--- src/hw/wdt_pkg.sv ---
// Package for the watchdog and interval timer: register offsets, keys, field positions, reset values, timing counts.
// Assumes one 250 MHz clock and a plain strobe register port with 16-bit write data.
package wdt_pkg;

	// ----------------------------------------
	// Register offsets (byte addresses on the register port)
	// ----------------------------------------
	localparam logic [1:0] OFS_CNT_CSR_WR = 2'h0; // Write: count or control, selected by key
	localparam logic [1:0] OFS_CSR_RD = 2'h0;
	localparam logic [1:0] OFS_CNT_RD = 2'h1;
	localparam logic [1:0] OFS_RST_WR = 2'h2;
	localparam logic [1:0] OFS_RST_RD = 2'h3;

	// ----------------------------------------
	// Write keys in the upper byte
	// ----------------------------------------
	localparam logic [7:0] KEY_CNT = 8'h5a;
	localparam logic [7:0] KEY_CSR = 8'ha5;
	localparam logic [7:0] KEY_RST_FIELDS = 8'h5a;
	localparam logic [7:0] KEY_FLAG_CLR = 8'ha5;
	localparam logic [7:0] FLAG_CLR_DATA = 8'h00;

	// ----------------------------------------
	// Field positions
	// ----------------------------------------
	localparam int CSR_OVF_BIT = 7;
	localparam int CSR_MODE_BIT = 6;
	localparam int CSR_RUN_BIT = 5;
	localparam int RST_FLAG_BIT = 7;
	localparam int RST_EN_BIT = 6;
	localparam int RST_TYPE_BIT = 5;

	// ----------------------------------------
	// Reset values
	// ----------------------------------------
	localparam logic [7:0] CNT_RESET = 8'h00;
	localparam logic [7:0] CSR_RESERVED = 8'h18;
	localparam logic [7:0] RST_RESERVED = 8'h1f;
	localparam logic [2:0] DIV_RESET = 3'h0;

	// ----------------------------------------
	// Timing counts
	// ----------------------------------------
	localparam int CLK_MHZ = 250;
	localparam int OVF_OUT_CYCLES = 512;
	localparam int INT_RST_CYCLES = 2048;
	localparam logic [10:0] OVF_OUT_LAST = 11'(OVF_OUT_CYCLES - 1);
	localparam logic [10:0] INT_RST_LAST = 11'(INT_RST_CYCLES - 1);
	localparam int PRESC_W = 14;

	typedef struct packed {
		logic [1:0] addr;
		logic [15:0] wdata;
		logic wr;
		logic rd;
	} reg_req_s;

	typedef struct packed {
		logic active;
		logic manual;
	} chip_reset_s;

endpackage : wdt_pkg

--- src/hw/watchdog_interval_timer.sv ---
// Watchdog and interval timer with keyed register writes and standby recovery timing.
// Assumes a single 250 MHz clock, a synchronous active-low reset taken from the external reset pin,
// and a register master that never issues read and write together.
//
// Summary of operation
// - Watchdog only with mode and run set
// - Overflow output low for 512 cycles
// - Internal reset starts with overflow output
// - Type bit picks power-on or manual
// - Internal reset lasts 2048 cycles
// - External reset wins, clears watchdog flag
// - Interval mode requests interrupt each overflow
// - Interval overflow sets interval flag
// - Watchdog overflow sets flag, drives output
// - Standby refused while counter runs
// - Wake counts at old rate, wrap ends standby
// - Count write beats simultaneous increment
// - Watchdog without reset clears count, control
// - Run clear stops and zeroes count
// - Three-bit select picks one of eight dividers
// - Keyed 16-bit writes, key in upper byte
//
// The plain strobed port and the placing of the registers are this design's own decisions.
`timescale 1ns/1ps

module watchdog_interval_timer (
	input wire logic clock_i,
	input wire logic nrst_i,
	input wire wdt_pkg::reg_req_s req_i,
	output logic [7:0] rdata_o,
	input wire logic standby_req_i,
	input wire logic nmi_i,
	output logic standby_o,
	output logic clock_run_o,
	output logic interval_irq_o,
	output logic overflow_out_n_o,
	output wdt_pkg::chip_reset_s chip_reset_o
);
	import wdt_pkg::*;

	// ----------------------------------------
	// Register state
	// ----------------------------------------
	logic [7:0] watchdog_count_q;
	logic interval_overflow_flag_q;
	logic timer_mode_select_q;
	logic counter_run_enable_q;
	logic [2:0] clock_divider_select_q;
	logic watchdog_overflow_flag_q;
	logic internal_reset_enable_q;
	logic reset_type_select_q;
	logic [PRESC_W-1:0] presc_q;
	logic [10:0] ovf_cnt_q;
	logic ovf_active_q;
	logic [10:0] rst_cnt_q;
	logic nmi_s1_q;
	logic nmi_s2_q;
	logic standby_q;
	logic wake_q;

	logic wr_cnt;
	logic wr_csr;
	logic wr_rst_fields;
	logic wr_flag_clr;
	logic tick;
	logic counting;
	logic overflow;
	logic wdt_overflow;
	logic itv_overflow;
	logic wdt_soft_reset;

	// Keyed writes: anything else at the write offsets is ignored
	assign wr_cnt = req_i.wr && req_i.addr == OFS_CNT_CSR_WR && req_i.wdata[15:8] == KEY_CNT;
	assign wr_csr = req_i.wr && req_i.addr == OFS_CNT_CSR_WR && req_i.wdata[15:8] == KEY_CSR;
	assign wr_rst_fields = req_i.wr && req_i.addr == OFS_RST_WR && req_i.wdata[15:8] == KEY_RST_FIELDS;
	assign wr_flag_clr = req_i.wr && req_i.addr == OFS_RST_WR && req_i.wdata[15:8] == KEY_FLAG_CLR
		&& req_i.wdata[7:0] == FLAG_CLR_DATA;

	// ----------------------------------------
	// Prescaler and tick select
	// ----------------------------------------
	// Counter runs when enabled, or during standby wake-up
	assign counting = counter_run_enable_q || wake_q;

	always_ff @(posedge clock_i) begin
		if (!nrst_i || !counting) begin
			presc_q <= '0;
		end else begin
			presc_q <= presc_q + 1'b1;
		end
	end

	always_comb begin
		case (clock_divider_select_q)
			3'h0: tick = counting && presc_q[1:0] == 2'h3;
			3'h1: tick = counting && presc_q[6:0] == 7'h7f;
			3'h2: tick = counting && presc_q[7:0] == 8'hff;
			3'h3: tick = counting && presc_q[8:0] == 9'h1ff;
			3'h4: tick = counting && presc_q[9:0] == 10'h3ff;
			3'h5: tick = counting && presc_q[10:0] == 11'h7ff;
			3'h6: tick = counting && presc_q[12:0] == 13'h1fff;
			3'h7: tick = counting && presc_q[13:0] == 14'h3fff;
			default: tick = 1'b0;
		endcase
	end

	// ----------------------------------------
	// Counter and overflow
	// ----------------------------------------
	assign overflow = tick && !wr_cnt && watchdog_count_q == 8'hff;
	assign wdt_overflow = overflow && counter_run_enable_q && timer_mode_select_q;
	assign itv_overflow = overflow && counter_run_enable_q && !timer_mode_select_q;
	assign wdt_soft_reset = wdt_overflow && !internal_reset_enable_q;

	always_ff @(posedge clock_i) begin
		if (!nrst_i || wdt_soft_reset) begin
			watchdog_count_q <= CNT_RESET;
		end else if (!counting) begin
			watchdog_count_q <= CNT_RESET;
		end else if (wr_cnt) begin
			watchdog_count_q <= req_i.wdata[7:0];
		end else if (tick) begin
			watchdog_count_q <= watchdog_count_q + 1'b1;
		end
	end

	// Control register; a watchdog overflow without chip reset clears it too
	always_ff @(posedge clock_i) begin
		if (!nrst_i || wdt_soft_reset) begin
			timer_mode_select_q <= 1'b0;
			counter_run_enable_q <= 1'b0;
			clock_divider_select_q <= DIV_RESET;
		end else if (wr_csr) begin
			timer_mode_select_q <= req_i.wdata[CSR_MODE_BIT];
			counter_run_enable_q <= req_i.wdata[CSR_RUN_BIT];
			clock_divider_select_q <= req_i.wdata[2:0];
		end
	end

	// Interval flag: set beats a software clear in the same cycle
	always_ff @(posedge clock_i) begin
		if (!nrst_i) begin
			interval_overflow_flag_q <= 1'b0;
		end else if (itv_overflow) begin
			interval_overflow_flag_q <= 1'b1;
		end else if (wdt_soft_reset) begin
			interval_overflow_flag_q <= 1'b0;
		end else if (wr_csr && !req_i.wdata[CSR_OVF_BIT]) begin
			interval_overflow_flag_q <= 1'b0;
		end
	end

	assign interval_irq_o = interval_overflow_flag_q;

	// ----------------------------------------
	// Reset control and status
	// ----------------------------------------
	// External reset clears the flag even if an overflow lands on the same edge
	always_ff @(posedge clock_i) begin
		if (!nrst_i) begin
			watchdog_overflow_flag_q <= 1'b0;
		end else if (wdt_overflow) begin
			watchdog_overflow_flag_q <= 1'b1;
		end else if (wr_flag_clr) begin
			watchdog_overflow_flag_q <= 1'b0;
		end
	end

	always_ff @(posedge clock_i) begin
		if (!nrst_i) begin
			internal_reset_enable_q <= 1'b0;
			reset_type_select_q <= 1'b0;
		end else if (wr_rst_fields) begin
			internal_reset_enable_q <= req_i.wdata[RST_EN_BIT];
			reset_type_select_q <= req_i.wdata[RST_TYPE_BIT];
		end
	end

	// ----------------------------------------
	// Overflow output and internal reset pulses
	// ----------------------------------------
	always_ff @(posedge clock_i) begin
		if (!nrst_i) begin
			ovf_active_q <= 1'b0;
			ovf_cnt_q <= '0;
		end else if (wdt_overflow) begin
			ovf_active_q <= 1'b1;
			ovf_cnt_q <= '0;
		end else if (ovf_active_q) begin
			ovf_cnt_q <= ovf_cnt_q + 1'b1;
			if (ovf_cnt_q == OVF_OUT_LAST) begin
				ovf_active_q <= 1'b0;
			end
		end
	end

	assign overflow_out_n_o = !ovf_active_q;

	always_ff @(posedge clock_i) begin
		if (!nrst_i) begin
			chip_reset_o <= '0;
			rst_cnt_q <= '0;
		end else if (wdt_overflow && internal_reset_enable_q) begin
			chip_reset_o.active <= 1'b1;
			chip_reset_o.manual <= reset_type_select_q;
			rst_cnt_q <= '0;
		end else if (chip_reset_o.active) begin
			rst_cnt_q <= rst_cnt_q + 1'b1;
			if (rst_cnt_q == INT_RST_LAST) begin
				chip_reset_o <= '0;
			end
		end
	end

	// ----------------------------------------
	// Standby entry and NMI wake-up
	// ----------------------------------------
	always_ff @(posedge clock_i) begin
		if (!nrst_i) begin
			nmi_s1_q <= 1'b0;
			nmi_s2_q <= 1'b0;
		end else begin
			nmi_s1_q <= nmi_i;
			nmi_s2_q <= nmi_s1_q;
		end
	end

	always_ff @(posedge clock_i) begin
		if (!nrst_i) begin
			standby_q <= 1'b0;
			wake_q <= 1'b0;
		end else if (!standby_q) begin
			if (standby_req_i && !counter_run_enable_q) begin
				standby_q <= 1'b1;
			end
		end else if (!wake_q) begin
			if (nmi_s2_q) begin
				wake_q <= 1'b1;
			end
		end else if (tick && watchdog_count_q == 8'hff) begin
			standby_q <= 1'b0;
			wake_q <= 1'b0;
		end
	end

	assign standby_o = standby_q;
	assign clock_run_o = !standby_q;

	// ----------------------------------------
	// Read port
	// ----------------------------------------
	always_ff @(posedge clock_i) begin
		if (!nrst_i) begin
			rdata_o <= 8'h00;
		end else if (req_i.rd) begin
			case (req_i.addr)
				OFS_CSR_RD: rdata_o <= {interval_overflow_flag_q, timer_mode_select_q, counter_run_enable_q,
					2'b11, clock_divider_select_q};
				OFS_CNT_RD: rdata_o <= watchdog_count_q;
				OFS_RST_RD: rdata_o <= {watchdog_overflow_flag_q, internal_reset_enable_q, reset_type_select_q,
					5'h1f};
				default: rdata_o <= 8'h00;
			endcase
		end else begin
			rdata_o <= 8'h00;
		end
	end

	// ----------------------------------------
	// Checks
	// ----------------------------------------
	logic [11:0] low_len_q;
	always_ff @(posedge clock_i) begin
		if (!nrst_i || overflow_out_n_o) begin
			low_len_q <= '0;
		end else begin
			low_len_q <= low_len_q + 1'b1;
		end
	end

	// High-time counter for the internal reset; a fresh trigger restarts it
	logic [11:0] hi_len_q;
	always_ff @(posedge clock_i) begin
		if (!nrst_i || !chip_reset_o.active || (wdt_overflow && internal_reset_enable_q)) begin
			hi_len_q <= '0;
		end else begin
			hi_len_q <= hi_len_q + 1'b1;
		end
	end

	// A pulse cut short by the external reset is not a length violation
	ovf_pulse_len_a: assert property (@(posedge clock_i) disable iff (!nrst_i)
		($rose(overflow_out_n_o) && $past(nrst_i)) |-> $past(low_len_q) == 12'(OVF_OUT_CYCLES - 1))
		else $error("overflow output low time wrong");
	ovf_start_a: assert property (@(posedge clock_i) disable iff (!nrst_i)
		wdt_overflow |=> !overflow_out_n_o && watchdog_overflow_flag_q)
		else $error("watchdog overflow did not drive output and flag");
	reset_with_ovf_a: assert property (@(posedge clock_i) disable iff (!nrst_i)
		(wdt_overflow && internal_reset_enable_q) |=> chip_reset_o.active && $fell(overflow_out_n_o))
		else $error("internal reset not with overflow output");
	reset_type_a: assert property (@(posedge clock_i) disable iff (!nrst_i)
		(wdt_overflow && internal_reset_enable_q) |=> chip_reset_o.manual == $past(reset_type_select_q))
		else $error("internal reset type wrong");
	reset_len_a: assert property (@(posedge clock_i) disable iff (!nrst_i)
		($fell(chip_reset_o.active) && $past(nrst_i)) |-> $past(hi_len_q) == 12'(INT_RST_CYCLES - 1))
		else $error("internal reset length wrong");
	itv_flag_a: assert property (@(posedge clock_i) disable iff (!nrst_i)
		itv_overflow |=> interval_overflow_flag_q && interval_irq_o && overflow_out_n_o)
		else $error("interval overflow flag not set");
	wdt_mode_a: assert property (@(posedge clock_i) disable iff (!nrst_i)
		!timer_mode_select_q |=> !$fell(overflow_out_n_o))
		else $error("overflow output outside watchdog mode");
	write_wins_a: assert property (@(posedge clock_i) disable iff (!nrst_i)
		(wr_cnt && counter_run_enable_q && !wdt_soft_reset) |=> watchdog_count_q == $past(req_i.wdata[7:0]))
		else $error("count write lost");
	stop_clear_a: assert property (@(posedge clock_i) disable iff (!nrst_i)
		!counting |=> watchdog_count_q == CNT_RESET)
		else $error("stopped counter not zero");
	standby_refuse_a: assert property (@(posedge clock_i) disable iff (!nrst_i)
		(!standby_q && counter_run_enable_q) |=> !standby_q)
		else $error("standby entered while running");
	soft_reset_a: assert property (@(posedge clock_i) disable iff (!nrst_i)
		wdt_soft_reset |=> watchdog_count_q == CNT_RESET && !counter_run_enable_q && !chip_reset_o.active)
		else $error("watchdog overflow without reset mishandled");
	rst_flag_a: assert property (@(posedge clock_i)
		!nrst_i |=> !watchdog_overflow_flag_q)
		else $error("external reset left watchdog flag set");
	wake_end_a: assert property (@(posedge clock_i) disable iff (!nrst_i)
		($fell(standby_q) && $past(nrst_i)) |-> $past(wake_q) && $past(tick) && $past(watchdog_count_q) == 8'hff)
		else $error("standby ended without counter wrap");
	key_guard_a: assert property (@(posedge clock_i) disable iff (!nrst_i)
		(req_i.wr && req_i.wdata[15:8] != KEY_CSR && !wdt_soft_reset) |=> $stable(counter_run_enable_q))
		else $error("control changed without its key");
	div_spacing_a: assert property (@(posedge clock_i) disable iff (!nrst_i)
		tick |=> !tick ##1 !tick ##1 !tick)
		else $error("count pulses closer than four cycles");

	wdt_ovf_c: cover property (@(posedge clock_i) disable iff (!nrst_i) wdt_overflow && internal_reset_enable_q);
	itv_ovf_c: cover property (@(posedge clock_i) disable iff (!nrst_i) itv_overflow);
	wake_end_c: cover property (@(posedge clock_i) disable iff (!nrst_i) $fell(standby_q));
	write_tick_c: cover property (@(posedge clock_i) disable iff (!nrst_i) wr_cnt && tick);
	stby_refused_c: cover property (@(posedge clock_i) disable iff (!nrst_i) standby_req_i && counter_run_enable_q);

endmodule : watchdog_interval_timer

--- config.mk ---
export PLATFORM = sky130hd
export DESIGN_NAME = watchdog_interval_timer
export DESIGN_NICKNAME = d
export VERILOG_FILES = /design/src/hw/wdt_pkg.sv /design/src/hw/watchdog_interval_timer.sv
export SDC_FILE = /design/constraint.sdc
export NUM_CORES = 1
export LEC_CHECK = 0
export BUFFER_PORTS_ARGS = -buffer_cell sky130_fd_sc_hd__buf_2
export CAP_MARGIN = 10
export CORE_MARGIN = 3
export CORE_UTILIZATION = 23
export DETAILED_ROUTE_END_ITERATION = 12
export GPL_TIMING_DRIVEN = 0
export PLACE_DENSITY = 0.5
export SYNTH_ARGS = -nofsm -noshare
export SYNTH_HDL_FRONTEND = slang
export SYNTH_SLANG_ARGS = --single-unit
--- constraint.sdc ---
create_clock -name clock_i -period 2.7 [get_ports clock_i]
set_input_delay 0.135 -clock clock_i [delete_from_list [all_inputs] [get_ports clock_i]]
set_output_delay 0.135 -clock clock_i [all_outputs]
set_load 0.005 [all_outputs]
==> metrics.yaml, run 1 <==
num_vias: 2586
synthDominantAreaCellType: "sky130_fd_sc_hd__dfxtp_1"
fp.coreArea_sq_um: 12900
internal_power_mw: 1.75
antenna_cells_inserted: 0
vdd_drop_max_mv: 0.278
placement.io_buffers: 37
total_switching_power_mw: 0.461
grt_util_all_layers_pct: 10.2
comb_power_share_pct: 3.3
p_seq_share_pct: 45.9
synth-seq-cells: 68
whs_path_depth: 2
worst_skew_pair.late_latency_ns: 0.32
worst-r2r-setup-slack_ns: 0.18
synthesis.area_per_instance_sq_um: 8.74
powerDensity_nw_per_um2: 578
clock_skew_ns: 0.00572
drive_above_1_share_pct: 16.1
synth_seq_area_share_pct: 44.0
timing.setup.critical_path_class: "flop to flop"
yosys.area.top_type_share_pct: 44.0
min_path_type: "primary input to flop"
dp_hpwl_um: 5270
synth_fp_nets: 383
cts_max_path_buffers: 2
finalCriticalPeriod_ns: 2.52
syn2layout_area_growth_pct: 23.6
power_switching_share_pct: 20.9
ant_nets: 0
synth_cell_types: 42
hold_path.startpoint: "nmi_i"
grt_remaining_overflow: 0
via_per_inst: 4.45
final_design_area_no_fill_sq_um: 3820
finalMaxSlewViolations: 0
critical-path-max-stage-delay_ns: 0.40
outcome: "finished, final reports clean"
fp.dieH_um: 122
antenna_found_initial: 0
synth.area.top_cells: "sky130_fd_sc_hd__dfxtp_1 44%, sky130_fd_sc_hd__nor2_1 8.1%, sky130_fd_sc_hd__xor2_1 5.9%"
dpl_worst_slack_ns: -0.0939
fmaxAchievable_ghz: 0.397
grt_first_pass_wirelength_um: 12200
io_pins: 38
cp_slowest_cell: "sky130_fd_sc_hd__a311o_2"
crit_chain: "ha_2 > nand3_2 > nor3_4 > ha_1 > nand2_1 > a311o_2 > a211o_4 > o21ai_4 > a211oi_1"
finish.net_count: 433
largest_net_degree_at_the_start_of_global_routing: 12
fp-row-count: 41
drt_pre_antenna_iters: 4
tightestPinTransition_ns: 0.581
max_cap_viol_count: 0
cts_root_buf: "sky130_fd_sc_hd__clkbuf_16"
drt_iter0_drc: 90
cts_made_buffers: 9
gpl.final_weighted_congestion: 0.767
cp_num_buf_inv: 0
setup_repair_after_global_routing_missed_its_margin: "false"
ctsHtreeMaxLevel: 3
crit_path_max_fanout: 8
design.die.area_sq_um: 14900
post_dp_cell_area_sq_um: 3490
final_hold_viol_count: 0
worstSetupStartpointType: "flop"
timing.final.setup_violations: 0
start_util_pct: 24.0
post_cts_hold_buffer_count: 0
worstSetupStartpoint: "presc_q[0]"
remaining_drc_errors: 0
timing.slew.headroom_pct: 61.2
critical_path.endpoint_type: "flop"
regToRegStartpoint: "presc_q[0]"
hold_end: "nmi_s1_q"
first_global_vias: 2568
post_synth_inst_count: 354
total_leakage_power_nw: 1.40
clock_power_share_pct: 50.9
period_utilization_post_route_pct: 93.4
rr_endpoint: "watchdog_count_q[7]"
worst-r2r-cell-count: 9
arrival_time_reported_for_the_critical_path_endpoint_ns: 2.70
routed_wl_um: 7160
layout_setup_ws_ns: 0.178
cts_tree: "done"
syn-cell-area_sq_um: 3090
path_clk_slew_ns: 0.05
die_x_um: 122
path_delay_family: "compound AO/OA/AOI/OAI gates"
routed_wire_length_per_instance_um: 12.3
worstPathRequired_ns: 2.88
cts_sinks: 68
ys.warnings.count: 0
-- area by class of cell --
| class | instances | area [sq um] |
|---|---|---|
| clock buffer | 11 | 233 |
| fill | 1357 | 9050 |
| tap | 172 | 215 |
| inverter | 11 | 41.3 |
| clock inverter | 5 | 52.6 |
| multi-input combinational | 265 | 1670 |
| buffer | 10 | 48.8 |
| timing repair buffer | 39 | 200 |
| sequential | 68 | 1360 |
-- per-layer routing --
layer	GRT usage (%)	wire length [um]
met1	14.1	3680
met2	15.5	3170
met3	2.32	239
met4	3.78	72
met5	0	0
-- cells by family (layout without fill, tap and decap cells) --
kind of cell | Yosys count | count (layout) | synth area share (%)
buffers and inverters | 21 | 76 | 2.91
adders and majority gates | 5 | 5 | 2.02
xor gates and xnor gates | 38 | 38 | 10.8
and+or+nand+nor | 156 | 156 | 24.5
DFF | 68 | 68 | 44.0
muxes | 14 | 14 | 4.53
AOI/OAI and AO/OA | 52 | 52 | 11.2
-- state kept, by name, indices dropped and copies added, names as in the netlist, 2 cells and up --
signal                  cells
clock_divider_select_q      3
rdata_o                     8
chip_reset_o                2
presc_q                    14
ovf_cnt_q                  11
watchdog_count_q            8
rst_cnt_q                  11
-- worst register-to-register path, cell delays in order (launching register included) --
cell	delay [ns]
sky130_fd_sc_hd__dfxtp_1	0.37
sky130_fd_sc_hd__ha_2	0.24
sky130_fd_sc_hd__nand3_2	0.12
sky130_fd_sc_hd__nor3_4	0.25
sky130_fd_sc_hd__ha_1	0.18
sky130_fd_sc_hd__nand2_1	0.07
sky130_fd_sc_hd__a311o_2	0.40
sky130_fd_sc_hd__a211o_4	0.39
sky130_fd_sc_hd__o21ai_4	0.27
sky130_fd_sc_hd__a211oi_1	0.09
-- per-stage QoR --
stage | cells | setup TNS [ns] | util, % | hold WS [ns] | power (mW)
floorplan | 354 | 0 | - | 0.262 | 1.07
global placement | 563 | -2.10 | 27.1 | 0.386 | 1.11
detailed placement | 563 | -2.10 | 27.1 | 0.380 | 1.11
CTS | 579 | 0 | 29.5 | 0.0448 | 2.24
global route | 581 | 0 | 29.7 | 0.0537 | 2.29
finish | 581 | 0 | 29.7 | 0.0483 | 2.21
-- power by group through the flow --
stage / Clock (mW) / Combinational (mW) / Sequential, mW
after floorplan: 0 / 0.0315 / 1.03
after global placement: 0 / 0.0724 / 1.03
after detailed placement: 0 / 0.0727 / 1.04
after CTS: 1.15 / 0.0730 / 1.01
after global routing: 1.20 / 0.0800 / 1.01
final: 1.12 / 0.0720 / 1.01
-- cells in the mapped netlist (all sizes together) --
cell type	number
nand3	14
and2	4
buf	2
o21bai	1
o21a	3
a31oi	3
ha	5
a311o	1
nor4bb	4
clkbuf	8
xor2	21
and3	5
and3b	1
xnor2	17
nand4	13
a311oi	3
nor3	6
o211ai	1
nor2b	4
a41oi	1
nand2	26
a21oi	15
o21ai	14
a211o	1
mux2i	14
or4	2
inv	11
nand2b	3
nor4	2
nor2	67
and4	3
or3	1
o2111a	1
dfxtp	68
or4b	1
a211oi	7
o2111ai	1
-- layout by cell type, fill, tap and decap left out, types with 2 or more instances in the layout --
cell type                   Yosys  final
sky130_fd_sc_hd__ha_1           5      4
sky130_fd_sc_hd__o21a_1         3      3
sky130_fd_sc_hd__xnor2_1       17     17
sky130_fd_sc_hd__clkinv_2       0      3
sky130_fd_sc_hd__o21ai_2        2      2
sky130_fd_sc_hd__inv_1         11     11
sky130_fd_sc_hd__nor4bb_1       4      4
sky130_fd_sc_hd__nand2_1       26     26
sky130_fd_sc_hd__a31oi_1        3      3
sky130_fd_sc_hd__nand3_1       13     13
sky130_fd_sc_hd__nand4_1       13     13
sky130_fd_sc_hd__buf_4          1      3
sky130_fd_sc_hd__dfxtp_1       68     68
sky130_fd_sc_hd__mux2i_1       14     14
sky130_fd_sc_hd__nor3_1         5      4
sky130_fd_sc_hd__a211oi_1       7      7
sky130_fd_sc_hd__a21oi_1       15     15
sky130_fd_sc_hd__or4_1          2      2
sky130_fd_sc_hd__nor2_1        67     67
sky130_fd_sc_hd__buf_2          0     37
sky130_fd_sc_hd__and4_1         3      3
sky130_fd_sc_hd__and3_1         5      5
sky130_fd_sc_hd__clkbuf_1       8     10
sky130_fd_sc_hd__nor4_1         2      2
sky130_fd_sc_hd__nor2b_1        4      4
sky130_fd_sc_hd__o21ai_0       11     11
sky130_fd_sc_hd__a311oi_1       3      3
sky130_fd_sc_hd__and2_1         4      4
sky130_fd_sc_hd__clkbuf_16      0      9
sky130_fd_sc_hd__xor2_1        21     21
sky130_fd_sc_hd__nand2b_1       3      3
-- worst max-delay path by stage --
| stage | depth (start not counted) | slack, ns | endpoint |
|---|---|---|---|
| after global routing | 9 | 0.02 | chip_reset_o[0] |
| after global placement | 9 | -0.09 | watchdog_count_q[1] |
| final | 9 | 0.18 | watchdog_count_q[7] |
| after floorplan | 10 | 0.27 | rst_cnt_q[7] |
| after detailed placement | 9 | -0.09 | watchdog_count_q[1] |
| after CTS | 9 | 0.002 | watchdog_count_q[1] |
-- repair_timing --
action / in CTS / in global routing
pin swaps: 1 / 3
resized for setup: 4 / 2
endpoints found under the setup margin: 33 / 36
setup buffers: 0 / 2
Power figures use the tool's default switching activity.
==> inputs of run 2 (changes only) <==
--- a/config.mk
+++ b/config.mk
@@ -8,10 +8,10 @@
 export BUFFER_PORTS_ARGS = -buffer_cell sky130_fd_sc_hd__buf_2
 export CAP_MARGIN = 10
 export CORE_MARGIN = 3
-export CORE_UTILIZATION = 23
+export CORE_UTILIZATION = 45
 export DETAILED_ROUTE_END_ITERATION = 12
 export GPL_TIMING_DRIVEN = 0
-export PLACE_DENSITY = 0.5
+export PLACE_DENSITY = 0.75
 export SYNTH_ARGS = -nofsm -noshare
 export SYNTH_HDL_FRONTEND = slang
 export SYNTH_SLANG_ARGS = --single-unit
==> metrics.yaml, run 2 (synthesis results as in run 1) <==
fp-row-count: 29  # was 41
largest_net_degree_at_the_start_of_global_routing: 13  # was 12
routed.top_layer: "met4"  # unchanged
mostFrequentLayoutCell: "sky130_fd_sc_hd__dfxtp_1"  # unchanged
design_power_total_mw: 2.19  # was 2.21 mW
final_hold_viol_count: 0  # unchanged
setup_tns_ns: 0  # unchanged
first_global_vias: 2631  # was 2,568
routed_wl_um: 6690  # was 7160 um
ant_nets: 0  # unchanged
finalMaxSlewViolations: 0  # unchanged
grt_util_all_layers_pct: 18.8  # was 10.2%
worstSetupStartpointType: "flop"  # unchanged
largest_register_ffs: 14  # unchanged
met1Wirelength_um: 3160  # was 3680 um
max_cap_viol_count: 0  # unchanged
worst_skew_pair.late_latency_ns: 0.35  # was 0.32 ns
worst-r2r-setup-slack_ns: 0.20  # was 0.18 ns
layout_setup_ws_ns: 0.200  # was 0.178 ns
crit_chain: "ha_2 > nand3_2 > nor3_4 > ha_1 > nand2_1 > a311o_2 > a211o_4 > o21ai_4 > nor3_1"  # was ha_2 > nand3_2 > nor3_4 > ha_1 > nand2_1 > a311o_2 > a211o_4 > o21ai_4 > a211oi_1
dp_hpwl_um: 4800  # was 5270 um
critical-path-max-stage-delay_ns: 0.42  # was 0.40 ns
multi_input_area_sq_um: 1670  # about the same
top_register: "presc_q"  # unchanged
dpl_worst_slack_ns: -0.0732  # was -0.0939 ns
worstPathRequired_ns: 2.93  # was 2.88 ns
timing.slew.headroom_pct: 51.9  # was 61.2%
cp_num_buf_inv: 0  # unchanged
antenna_cells_inserted: 0  # unchanged
wl_met3_um: 329  # was 239 um
post_dp_cell_area_sq_um: 3380  # was 3490 sq um
powerDensity_nw_per_um2: 593  # was 578 nW/um^2
antenna_found_initial: 0  # unchanged
finalCriticalPeriod_ns: 2.50  # was 2.52 ns
fillerInstances: 586  # was 1,357
regToRegStartpoint: "presc_q[0]"  # unchanged
rr_endpoint: "watchdog_count_q[1]"  # was watchdog_count_q[7]
setup_repair_after_global_routing_missed_its_margin: "false"  # unchanged
remaining_drc_errors: 0  # unchanged
layout_top_registers: "presc_q: 14 flops, ovf_cnt_q: 11 flops, rst_cnt_q: 11 flops"  # unchanged
grt_first_pass_wirelength_um: 11600  # was 12,200 um
start_util_pct: 47.6  # was 24.0%
timing.final.setup_violations: 0  # unchanged
placement.io_buffers: 37  # unchanged
drt_iter0_drc: 104  # was 90
fmaxAchievable_ghz: 0.400  # was 0.397 GHz
period_utilization_post_route_pct: 92.6  # was 93.4%
cts_tree: "done"  # unchanged
crit_path_max_fanout: 8  # unchanged
die_x_um: 88.9  # was 122 um
register_area_sq_um: 1360  # unchanged
vdd_drop_max_mv: 0.389  # was 0.278 mV
gpl.final_weighted_congestion: 0.872  # was 0.767
min_path_type: "primary input to flop"  # unchanged
arrival_time_reported_for_the_critical_path_endpoint_ns: 2.73  # was 2.70 ns
path_delay_family: "compound AO/OA/AOI/OAI gates"  # unchanged
cts_max_path_buffers: 2  # unchanged
drive_above_1_share_pct: 16.5  # was 16.1%
mostFrequentLayoutCells: "68 x sky130_fd_sc_hd__dfxtp_1, 67 x sky130_fd_sc_hd__nor2_1, 37 x sky130_fd_sc_hd__buf_2, 26 x sky130_fd_sc_hd__nand2_1, 21 x sky130_fd_sc_hd__xor2_1"  # unchanged
clock_skew_ns: 0.00889  # was 0.00572 ns
cp_slowest_cell: "sky130_fd_sc_hd__a311o_2"  # unchanged
cts_sinks: 68  # unchanged
worst-path-stages: 9  # unchanged
drt_pre_antenna_iters: 4  # unchanged
path_clk_slew_ns: 0.07  # was 0.05 ns
fp.coreArea_sq_um: 6490  # was 12,900 sq um
design.die.area_sq_um: 7910  # was 14,900 sq um
outcome: "finished, final reports clean"  # unchanged
fp.dieH_um: 88.9  # was 122 um
cts_root_buf: "sky130_fd_sc_hd__clkbuf_8"  # was sky130_fd_sc_hd__clkbuf_16
route.met2.wl_um: 3110  # was 3170 um
worstSetupStartpoint: "presc_q[0]"  # unchanged
critical_path.endpoint_type: "flop"  # unchanged
num_vias: 2627  # was 2,586
grt_remaining_overflow: 0  # unchanged
ctsHtreeMaxLevel: 3  # unchanged
worst-r2r-cell-count: 9  # unchanged
cts_made_buffers: 9  # unchanged
routed_wire_length_per_instance_um: 13.7  # was 12.3 um
total_leakage_power_nw: 1.40  # about the same
io_pins: 38  # unchanged
worst_setup_path_endpoint: "watchdog_count_q[1]"  # was watchdog_count_q[7]
final_design_area_no_fill_sq_um: 3690  # was 3820 sq um
tightestPinTransition_ns: 0.721  # was 0.581 ns
finish.net_count: 435  # was 433
timing.setup.critical_path_class: "flop to flop"  # unchanged
via_per_inst: 5.38  # was 4.45
syn2layout_area_growth_pct: 19.4  # was 23.6%
-- run 2: worst min-delay path by stage --
stage | from | end | slack, ns | cells past startpoint
floorplan | nmi_i | nmi_s1_q | 0.26 | 1
CTS | req_i[2] | clock_divider_select_q[0] | 0.04 | 3
global route | req_i[2] | clock_divider_select_q[0] | 0.07 | 3
detailed placement | nmi_i | nmi_s1_q | 0.35 | 2
global placement | nmi_i | nmi_s1_q | 0.34 | 2
finish | req_i[2] | clock_divider_select_q[0] | 0.08 | 3
-- run 2: tightest hold or removal path: cells and delay by family --
family	cells	cell delay (ns)
and+or+nand+nor	1	0.07
buffers and inverters	1	0.11
muxes	1	0.07
-- run 2: metrics by stage --
step / hold slack [ns] / std cells / util, %
3_3_place_gp: 0.344 / 468 / 52.0
6_report: 0.0753 / 488 / 56.9
4_1_cts: 0.0427 / 485 / 56.4
5_1_grt: 0.0668 / 488 / 56.9
3_5_place_dp: 0.350 / 468 / 52.0
2_1_floorplan: 0.262 / 354 / -
-- run 2: routing by layer --
layer	up-vias	GRT usage [%]
li1	1338	-
met5	-	0
met4	0	5.77
met3	7	5.81
met1	1230	25.0
met2	52	29.2
-- run 2: power by group --
| part | internal [mW] | switching, mW |
|---|---|---|
| logic | 0.0298 | 0.0421 |
| clock network | 0.705 | 0.401 |
| registers | 1.01 | 0.00361 |
-- run 2: cell type report --
type / instances / share of cell area, %
clock inverter: 7 / 3.76
timing repair buffer: 41 / 5.89
inverter: 11 / 1.12
buffer: 10 / 1.32
sequential: 68 / 36.9
tap: 77 / 2.61
multi-input combinational: 265 / 45.1
clock buffer: 9 / 3.35
-- run 2: timing repair --
action / in CTS / in global routing
gates resized for setup: 4 / 1
endpoints found under the setup margin: 33 / 36
hold buffers: 1 / 0
hold endpoints to repair: 1 / 0
setup buffers: 0 / 3
pin swaps: 1 / 3
